## src/verilog/cpw_pkg.sv

```systemverilog
// Package for the PWM unit with output steering: offsets, fields,
// mode codes, carrier structs and state types.
// Assumes a 32-bit APB register bus with byte addresses.
package cpw_pkg;

   // Register byte offsets
   localparam logic [7:0] CPW_OFF_BASE = 8'h00;
   localparam logic [7:0] CPW_OFF_PERIOD = 8'h04;
   localparam logic [7:0] CPW_OFF_TCTL = 8'h08;
   localparam logic [7:0] CPW_OFF_DUTY = 8'h0c;
   localparam logic [7:0] CPW_OFF_SHADOW = 8'h10;
   localparam logic [7:0] CPW_OFF_UCON = 8'h14;
   localparam logic [7:0] CPW_OFF_EDUTY = 8'h18;
   localparam logic [7:0] CPW_OFF_ESHADOW = 8'h1c;
   localparam logic [7:0] CPW_OFF_ECON = 8'h20;
   localparam logic [7:0] CPW_OFF_STATUS = 8'h24;

   // Reset values, write mask and field positions
   localparam logic [7:0] CPW_RST_PERIOD = 8'hff;
   localparam logic [7:0] CPW_TCTL_MASK = 8'h7f;
   localparam int CPW_TCTL_ON = 2;
   localparam int CPW_TCTL_PS = 0;
   localparam int CPW_DC_LO = 4;
   localparam int CPW_STEER_LO = 6;

   // Prescaler: last count of one increment cycle, 4 phases times factor; capture: last rising edge counted
   localparam logic [5:0] CPW_PRE_LAST1 = 6'h03;
   localparam logic [5:0] CPW_PRE_LAST4 = 6'h0f;
   localparam logic [5:0] CPW_PRE_LAST16 = 6'h3f;
   localparam logic [3:0] CPW_CAP4_LAST = 4'h3;
   localparam logic [3:0] CPW_CAP16_LAST = 4'hf;

   // Mode codes
   localparam logic [3:0] CPW_M_OFF = 4'h0;
   localparam logic [3:0] CPW_M_TOG = 4'h2;
   localparam logic [3:0] CPW_M_FALL = 4'h4;
   localparam logic [3:0] CPW_M_RISE = 4'h5;
   localparam logic [3:0] CPW_M_RISE4 = 4'h6;
   localparam logic [3:0] CPW_M_RISE16 = 4'h7;
   localparam logic [3:0] CPW_M_SET = 4'h8;
   localparam logic [3:0] CPW_M_CLR = 4'h9;
   localparam logic [3:0] CPW_M_SOFT = 4'ha;
   localparam logic [3:0] CPW_M_TRIG = 4'hb;

   typedef enum logic [1:0] {
      CPW_SINGLE = 2'b00,
      CPW_FWD = 2'b01,
      CPW_HALF = 2'b10,
      CPW_REV = 2'b11
   } cpw_steer_e;

   typedef struct packed {
      logic [7:0] base;
      logic [1:0] frac;
      logic wrap;
   } cpw_tb_s;

   typedef struct packed {
      logic [3:0] val;
      logic [3:0] own;
   } cpw_pins_s;

   typedef struct packed {
      logic [7:0] base;
      logic [5:0] pre;
   } cpw_tbst_s;

   typedef struct packed {
      logic [7:0] period;
      logic [7:0] tctl;
      logic [7:0] duty_hi;
      logic [7:0] shadow;
      logic [5:0] ucon;
      logic [1:0] lat;
      logic [7:0] enh_hi;
      logic [7:0] enh_sh;
      logic [7:0] econ;
      logic [1:0] elat;
      logic flag;
      logic wave;
      logic wown;
      logic ewave;
      logic cmp;
      logic mt;
      logic [2:0] sync;
      logic [3:0] cap_cnt;
      logic [31:0] rdata;
      logic trig;
      logic conv;
      logic [3:0] out;
      logic [3:0] own;
   } cpw_state_s;

   localparam cpw_state_s CPW_STATE_RST = '{period: CPW_RST_PERIOD, default: '0};

   function automatic logic cpw_is_pwm(input logic [3:0] m);
      return m[3:2] == 2'b11;
   endfunction

   function automatic logic cpw_is_cmp(input logic [3:0] m);
      return (m == CPW_M_TOG) || (m[3:2] == 2'b10);
   endfunction

   function automatic logic cpw_is_cap(input logic [3:0] m);
      return m[3:2] == 2'b01;
   endfunction

endpackage

```

## src/verilog/cpw_top.sv

```systemverilog
// PWM unit with output steering: standard PWM channel, enhanced
// capture/compare/PWM channel, shared base timer, APB registers.
// Assumes an APB master on clock; capture_in is asynchronous;
// wide_timer and conv_enable come from logic on the same clock.
//
// Local design decisions: the register offsets and the APB slave port.
`timescale 1ns/1ps
module cpw_top
   import cpw_pkg::*;
(
   input wire logic clock,
   input wire logic rst_b,
   input wire logic psel,
   input wire logic penable,
   input wire logic pwrite,
   input wire logic [7:0] paddr,
   input wire logic [31:0] pwdata,
   output logic [31:0] prdata,
   output logic pready,
   output logic pslverr,
   input wire logic [15:0] wide_timer,
   input wire logic conv_enable,
   input wire logic capture_in,
   output logic wave_pin,
   output logic wave_pin_own,
   output cpw_pins_s enh_pins,
   output logic wide_timer_reset,
   output logic conv_start
);
   cpw_state_s s_q;
   cpw_state_s s_d;
   cpw_tb_s tb;
   logic wr;
   logic [31:0] rdv;
   logic pwm_std;
   logic pwm_enh;
   logic std_match;
   logic enh_match;
   logic new_match;
   logic rise;
   logic fall;
   logic cap_ev;
   logic [3:0] mode;
   logic [3:0] pol;

   function automatic logic cpw_hit(input logic [7:0] a);
      return a inside {CPW_OFF_BASE, CPW_OFF_PERIOD, CPW_OFF_TCTL,
         CPW_OFF_DUTY, CPW_OFF_SHADOW, CPW_OFF_UCON, CPW_OFF_EDUTY,
         CPW_OFF_ESHADOW, CPW_OFF_ECON, CPW_OFF_STATUS};
   endfunction

   // One timer for both channels
   cpw_timebase u_timebase (
      .clock(clock),
      .rst_b(rst_b),
      .period_limit(s_q.period),
      .timer_ctl(s_q.tctl),
      .cnt_wr(wr && (paddr == CPW_OFF_BASE)),
      .cnt_wdata(pwdata[7:0]),
      .tb(tb)
   );

   assign wr = psel && penable && pwrite && cpw_hit(paddr);
   assign pready = 1'b1;
   assign pslverr = psel && penable && !cpw_hit(paddr);
   assign prdata = s_q.rdata;
   assign wave_pin = s_q.wave;
   assign wave_pin_own = s_q.wown;
   assign enh_pins.val = s_q.out;
   assign enh_pins.own = s_q.own;
   assign wide_timer_reset = s_q.trig;
   assign conv_start = s_q.conv;

   always_comb begin
      case (paddr)
         CPW_OFF_BASE: rdv = {24'h000000, tb.base};
         CPW_OFF_PERIOD: rdv = {24'h000000, s_q.period};
         CPW_OFF_TCTL: rdv = {24'h000000, s_q.tctl};
         CPW_OFF_DUTY: rdv = {24'h000000, s_q.duty_hi};
         CPW_OFF_SHADOW: rdv = {24'h000000, s_q.shadow};
         CPW_OFF_UCON: rdv = {26'h0000000, s_q.ucon};
         CPW_OFF_EDUTY: rdv = {24'h000000, s_q.enh_hi};
         CPW_OFF_ESHADOW: rdv = {24'h000000, s_q.enh_sh};
         CPW_OFF_ECON: rdv = {24'h000000, s_q.econ};
         CPW_OFF_STATUS: rdv = {31'h00000000, s_q.flag};
         default: rdv = 32'h00000000;
      endcase
   end

   always_comb begin
      s_d = s_q;
      s_d.trig = 1'b0;
      s_d.conv = 1'b0;
      cap_ev = 1'b0;
      // Read data captured in the setup phase
      if (psel && !penable) begin
         s_d.rdata = rdv;
      end
      if (wr) begin
         case (paddr)
            CPW_OFF_PERIOD: s_d.period = pwdata[7:0];
            CPW_OFF_TCTL: s_d.tctl = pwdata[7:0] & CPW_TCTL_MASK;
            CPW_OFF_DUTY: s_d.duty_hi = pwdata[7:0];
            CPW_OFF_SHADOW: begin
               if (!cpw_is_pwm(s_q.ucon[3:0])) begin
                  s_d.shadow = pwdata[7:0];
               end
            end
            CPW_OFF_UCON: s_d.ucon = pwdata[5:0];
            CPW_OFF_EDUTY: s_d.enh_hi = pwdata[7:0];
            CPW_OFF_ESHADOW: begin
               if (!cpw_is_pwm(s_q.econ[3:0])) begin
                  s_d.enh_sh = pwdata[7:0];
               end
            end
            CPW_OFF_ECON: begin
               s_d.econ = pwdata[7:0];
               // Compare set/clear modes start from the opposite level
               if (pwdata[3:0] == CPW_M_SET) begin
                  s_d.cmp = 1'b0;
               end else if (pwdata[3:0] == CPW_M_CLR) begin
                  s_d.cmp = 1'b1;
               end
            end
            CPW_OFF_STATUS: begin
               if (pwdata[0]) begin
                  s_d.flag = 1'b0;
               end
            end
            default: s_d.rdata = s_d.rdata;
         endcase
      end

      // Standard channel
      pwm_std = cpw_is_pwm(s_d.ucon[3:0]);
      std_match = {s_q.shadow, s_q.lat} == {tb.base, tb.frac};
      s_d.wown = pwm_std;
      if (!pwm_std) begin
         s_d.wave = 1'b0;
      end else if (tb.wrap) begin
         s_d.shadow = s_q.duty_hi;
         s_d.lat = s_q.ucon[CPW_DC_LO +: 2];
         s_d.wave = {s_q.duty_hi, s_q.ucon[CPW_DC_LO +: 2]} != 10'h000;
      end else if (std_match) begin
         // A duty past the period never matches and stays high
         s_d.wave = 1'b0;
      end

      // Enhanced channel, same boundary as the standard one
      mode = s_d.econ[3:0];
      pwm_enh = cpw_is_pwm(mode);
      enh_match = {s_q.enh_sh, s_q.elat} == {tb.base, tb.frac};
      if (!pwm_enh) begin
         s_d.ewave = 1'b0;
      end else if (tb.wrap) begin
         s_d.enh_sh = s_q.enh_hi;
         s_d.elat = s_q.econ[CPW_DC_LO +: 2];
         s_d.ewave = {s_q.enh_hi, s_q.econ[CPW_DC_LO +: 2]} != 10'h000;
      end else if (enh_match) begin
         s_d.ewave = 1'b0;
      end
      if (mode == CPW_M_OFF) begin
         s_d.cmp = 1'b0;
      end

      // Compare against the wide timer, acting on the first match cycle
      s_d.mt = {s_q.enh_sh, s_q.enh_hi} == wide_timer;
      new_match = s_d.mt && !s_q.mt;
      if (cpw_is_cmp(mode) && new_match) begin
         s_d.flag = 1'b1;
         case (mode)
            CPW_M_TOG: s_d.cmp = !s_q.cmp;
            CPW_M_SET: s_d.cmp = 1'b1;
            CPW_M_CLR: s_d.cmp = 1'b0;
            CPW_M_TRIG: begin
               s_d.trig = 1'b1;
               s_d.conv = conv_enable;
            end
            default: s_d.cmp = s_d.cmp;
         endcase
      end

      // Capture input: two-stage sync, then edge detect
      s_d.sync = {s_q.sync[1:0], capture_in};
      rise = s_q.sync[1] && !s_q.sync[2];
      fall = !s_q.sync[1] && s_q.sync[2];
      if (!cpw_is_cap(mode)) begin
         s_d.cap_cnt = 4'h0;
      end else begin
         case (mode)
            CPW_M_FALL: cap_ev = fall;
            CPW_M_RISE: cap_ev = rise;
            CPW_M_RISE4: cap_ev = rise && (s_q.cap_cnt == CPW_CAP4_LAST);
            default: cap_ev = rise && (s_q.cap_cnt == CPW_CAP16_LAST);
         endcase
         if (rise) begin
            s_d.cap_cnt = cap_ev ? 4'h0 : s_q.cap_cnt + 4'h1;
         end
         if (cap_ev) begin
            {s_d.enh_sh, s_d.enh_hi} = wide_timer;
            s_d.flag = 1'b1;
         end
      end

      // Output steering and polarity
      s_d.out = 4'h0;
      s_d.own = 4'h0;
      if (pwm_enh) begin
         case (cpw_steer_e'(s_d.econ[CPW_STEER_LO +: 2]))
            CPW_SINGLE: begin
               s_d.out = {3'b000, s_d.ewave};
               s_d.own = 4'b0001;
            end
            CPW_FWD: begin
               s_d.out = {s_d.ewave, 2'b00, 1'b1};
               s_d.own = 4'b1111;
            end
            CPW_HALF: begin
               s_d.out = {2'b00, !s_d.ewave, s_d.ewave};
               s_d.own = 4'b0011;
            end
            default: begin
               s_d.out = {1'b0, 1'b1, s_d.ewave, 1'b0};
               s_d.own = 4'b1111;
            end
         endcase
         // Bit 1 inverts A/C, bit 0 inverts B/D
         pol = {s_d.econ[0], s_d.econ[1], s_d.econ[0], s_d.econ[1]};
         s_d.out = (s_d.out ^ pol) & s_d.own;
      end else begin
         pol = 4'h0;
         if (cpw_is_cmp(mode)) begin
            // Steering field ignored; only A is driven
            s_d.out = {3'b000, s_d.cmp};
            s_d.own = 4'b0001;
         end
      end
   end

   always_ff @(posedge clock or negedge rst_b) begin
      if (!rst_b) begin
         s_q <= CPW_STATE_RST;
      end else begin
         s_q <= s_d;
      end
   end
endmodule // cpw_top

```

## src/verilog/cpw_timebase.sv

```systemverilog
// Shared base timer: prescaler, quarter phases, 8-bit counter, wrap.
// Assumes controls come from registers on the same clock.
`timescale 1ns/1ps
module cpw_timebase
   import cpw_pkg::*;
(
   input wire logic clock,
   input wire logic rst_b,
   input wire logic [7:0] period_limit,
   input wire logic [7:0] timer_ctl,
   input wire logic cnt_wr,
   input wire logic [7:0] cnt_wdata,
   output cpw_tb_s tb
);
   cpw_tbst_s s_q;
   cpw_tbst_s s_d;
   logic [5:0] last;
   logic tick;

   always_comb begin
      case (timer_ctl[CPW_TCTL_PS +: 2])
         2'b00: last = CPW_PRE_LAST1;
         2'b01: last = CPW_PRE_LAST4;
         default: last = CPW_PRE_LAST16;
      endcase
      // One increment per four phases times the factor
      tick = timer_ctl[CPW_TCTL_ON] && (s_q.pre == last);
      s_d = s_q;
      if (cnt_wr) begin
         s_d.base = cnt_wdata;
         s_d.pre = 6'h00;
      end else if (timer_ctl[CPW_TCTL_ON]) begin
         if (tick) begin
            s_d.pre = 6'h00;
            if (s_q.base == period_limit) begin
               s_d.base = 8'h00;
            end else begin
               s_d.base = s_q.base + 8'h01;
            end
         end else begin
            s_d.pre = s_q.pre + 6'h01;
         end
      end
      // Next count, so registered pins change on the matching count
      tb.base = s_d.base;
      case (timer_ctl[CPW_TCTL_PS +: 2])
         2'b00: tb.frac = s_d.pre[1:0];
         2'b01: tb.frac = s_d.pre[3:2];
         default: tb.frac = s_d.pre[5:4];
      endcase
      tb.wrap = tick && (s_q.base == period_limit) && !cnt_wr;
   end

   always_ff @(posedge clock or negedge rst_b) begin
      if (!rst_b) begin
         s_q <= '0;
      end else begin
         s_q <= s_d;
      end
   end

endmodule // cpw_timebase

```

## config.mk

```make
export PLATFORM = sky130hd
export DESIGN_NAME = cpw_top
export DESIGN_NICKNAME = d
export VERILOG_FILES = /design/src/verilog/cpw_pkg.sv /design/src/verilog/cpw_top.sv /design/src/verilog/cpw_timebase.sv
export SDC_FILE = /design/constraint.sdc
export NUM_CORES = 1
export LEC_CHECK = 0
export ABC_CLOCK_PERIOD_IN_PS = 8100
export BUFFER_PORTS_ARGS = -buffer_cell sky130_fd_sc_hd__buf_2
export CAP_MARGIN = 20
export CORE_ASPECT_RATIO = 1.25
export CORE_MARGIN = 4
export CORE_UTILIZATION = 49
export DETAILED_ROUTE_END_ITERATION = 6
export PLACE_DENSITY_LB_ADDON = 0.12
export SETUP_SLACK_MARGIN = 0.5
export SYNTH_ARGS = -nofsm -noshare
export SYNTH_HDL_FRONTEND = slang
export SYNTH_SLANG_ARGS = --single-unit
```

## constraint.sdc

```tcl
create_clock -name clock -period 8.1 [get_ports clock]
set_clock_uncertainty 0.05 [all_clocks]
set_input_delay 1.62 -clock clock [delete_from_list [all_inputs] [get_ports clock]]
set_output_delay 1.62 -clock clock [all_outputs]
set_load 0.01 [all_outputs]
```

==> impl_metrics.env <==
export IMPL_grt_pass1_wl_mm=33.02
export IMPL_power_density_mw_per_mm2=141.7
export IMPL_place_congestion=0.9229
export IMPL_num_vias=5844
export IMPL_port_buffers=59
export IMPL_crit_required_ns=8.29
export IMPL_cts_hold_buffers=0
export IMPL_crit_chain="buf_2 -> nor4_2 -> and3_1 -> a21boi_0 -> a21oi_1 -> inv_1 -> nand2_1 -> a21oi_1 -> o21bai_2 -> mux2_2"
export IMPL_fin_crit_sh_pct=62.98
export IMPL_crit_path_max_incr_delay_ns=0.75
export IMPL_grt_pass1_vias=5902
export IMPL_crit_family="compound AO/OA/AOI/OAI gates"
export IMPL_setup_worst_path_end_class="register"
export IMPL_yosysMostFrequentCell="dfrtp_1"
export IMPL_start_kind="input port"
export IMPL_insertedDiodeCount=0
export IMPL_yosys_warnings=0
export IMPL_clk_latency_ns=0.36
export IMPL_drive_above_1_share_pct=20.80
export IMPL_hp_class="reg -> reg"
export IMPL_root_buffer="clkbuf_16"
export IMPL_yosysUniqueCellTypes=82
export IMPL_first_pass_iters=5
export IMPL_drc=0
export IMPL_start_util_pct=50.66
export IMPL_crit_start="paddr[2]"
export IMPL_ys_async_sr_fraction_pct=100.0
export IMPL_crit_fanout=22
export IMPL_synth_edf_count=0
export IMPL_synth_area_leaders="dfrtp_1, mux2_2, buf_4"
export IMPL_synthCells=753
export IMPL_drtIter0Drc=483
export IMPL_arrival_ns=5.29
export IMPL_cap_violations=0
export IMPL_cts_buffers=9
export IMPL_num_io_pins=109
export IMPL_hold_viol=0
export IMPL_layout_nets=835
export IMPL_relSlewSlack_pct=36.40
export IMPL_p_leak_nw=3.374
export IMPL_via_per_inst=6.158
export IMPL_ctsResizeCount=0
export IMPL_totalWireLength_mm=21.00
export IMPL_gr_total_overflow=0
export IMPL_grt_setup_unrepaired="no"
export IMPL_slew_viol_final=0
export IMPL_die_h_um=142.5
export IMPL_path_clk_slew_ns=0.07
export IMPL_synth_top_cells_by_count="dfrtp_1, nand2_1, nor2_1"
export IMPL_min_to="s_d[48]"
export IMPL_core_mm2=0.01399
export IMPL_area_growth_pct=6.936
export IMPL_fin_total_pwr_w=0.001074
export IMPL_setup_tns_ns=0
export IMPL_ys_seq_elements=109
export IMPL_worst_pin_slew_ns=0.9533
export IMPL_finalWorstSetupSlack_ns=2.999
export IMPL_synth_area_leader_cell="dfrtp_1"
export IMPL_slowest_stage="o21bai_2"
export IMPL_status="completed"
export IMPL_ant_nets=0
export IMPL_cts_tree="built"
export IMPL_ys_seq_area_share_pct=38.62
export IMPL_antenna_found_initial=0
export IMPL_reg2reg_setup_slack_ns=4.30
export IMPL_row_count=48
export IMPL_grt_max_degree=83
export IMPL_syn_area_mm2=0.007089
export IMPL_grt_use_total_pct=26.19
export IMPL_reg2reg_from="s_q[106]"
export IMPL_wl_per_cell_um=22.13
export IMPL_path_class="in -> reg"
export IMPL_finalSetupViolations=0
export IMPL_pre_cts_slack_ns=2.655
export IMPL_post_synth_top_area_fraction_pct=35.65
export IMPL_synth_ff_type="dfrtp_1"
export IMPL_critPathBufInv=2
export IMPL_peakVddDrop_mv=0.1192
export IMPL_hold_path_depth=0
export IMPL_post_cts_buffers=0
export IMPL_cts_sinks=109
export IMPL_max_freq_ghz=0.1960
export IMPL_cts_buffer_depth=2
export IMPL_crit_top_cell="a21oi_1"
export IMPL_syn_avg_cell_area_um2=9.415
export IMPL_r2r_end="enh_pins[4]"
export IMPL_hold_start="s_d[47]"
export IMPL_dieArea_mm2=0.01647
export IMPL_r2r_cells=9
export IMPL_dp_hpwl_mm=15.65
export IMPL_htree_levels=3
export IMPL_fp_dieW_um=115.6
export IMPL_min_period_ns=5.101
how the worst max path moves through the flow:
stage               cells after the start       to
floorplan                               9  s_q[71]
global placement                       10  s_q[68]
detailed placement                     10  s_q[70]
CTS                                    10  s_q[70]
global route                           10  s_q[66]
finish                                 10  s_q[70]
registers in the layout (all words and copies together) (netlist names):
name	cells
u_timebase.s_q	14
wave_pin	1
enh_pins	7
conv_start	1
prdata	8
s_q	74
wide_timer_reset	1
wave_pin_own	1
s_d	2
layer usage:
metal | vias to the layer above | global-route usage, % | wire, µm
met3 | 62 | 3.956 | 1101
li1 | 2708 | - | -
met5 | - | 0 | 0
met4 | 0 | 12.61 | 952
met1 | 2864 | 33.79 | 8637
met2 | 210 | 42.90 | 10310
placed cells by master, fill, tap and decap left out, types with 4 or more instances in the layout:
cell / count
nand2b_1: 5
and4_1: 4
nor2_1: 56
conb_1: 25
nand3_1: 24
and2_1: 7
nand4_1: 11
and3_1: 12
a211oi_1: 10
nor4_1: 12
o21ai_1: 4
nor3_1: 11
mux2_2: 46
buf_2: 58
a21oi_1: 36
buf_4: 5
xnor2_1: 25
mux2i_1: 28
a31oi_1: 6
a221oi_1: 16
dfstp_2: 8
inv_1: 21
dfrtp_1: 101
nand2_1: 67
mux2_1: 9
a41oi_1: 6
clkbuf_16: 9
o21ai_0: 37
o211ai_1: 5
xor2_1: 16
stage by stage:
step / std cells / hold WS, ns / util (%) / instance area [µm²]
6_report: 949 / 0.3173 / 54.18 / 7581
2_1_floorplan: 776 / 0.2812 / - / 7176
3_5_place_dp: 930 / 0.3015 / 51.73 / 7238
5_1_grt: 949 / 0.3261 / 54.18 / 7581
4_1_cts: 946 / 0.3217 / 53.83 / 7532
3_3_place_gp: 930 / 0.2944 / 51.73 / 7238
where the power goes:
group	total, W	internal (W)	switching (W)
registers	0.000555	0.000550	0.00000433
clock network	0.000444	0.000229	0.000214
logic	0.0000763	0.0000245	0.0000518
total	0.00107	0.000804	0.000271
cells by family (layout without fill, tap and decap cells):
kind of cell    after synthesis  after routing  share of synthesized area (%)
simple gates                238            238                          17.28
compound gates              171            171                          17.65
flops                       109            109                          38.62
buf+inv                     106            104                          8.066
mux                          83             83                          12.69
xor+xnor                     41             41                          5.065
fa+ha+maj                     3              3                         0.5295
other cells                   2             25                         0.1059
final cells by class:
class / count / area, µm²
repair buffers: 66 / 376.6
multi-input cells: 561 / 3871
flip-flops and latches: 109 / 2738
well taps: 175 / 219.0
fillers: 1284 / 6412
clock inverters: 5 / 41.29
inverters: 22 / 82.58
clock buffers: 11 / 252.7
No activity file was read; power rests on OpenSTA's default activity.
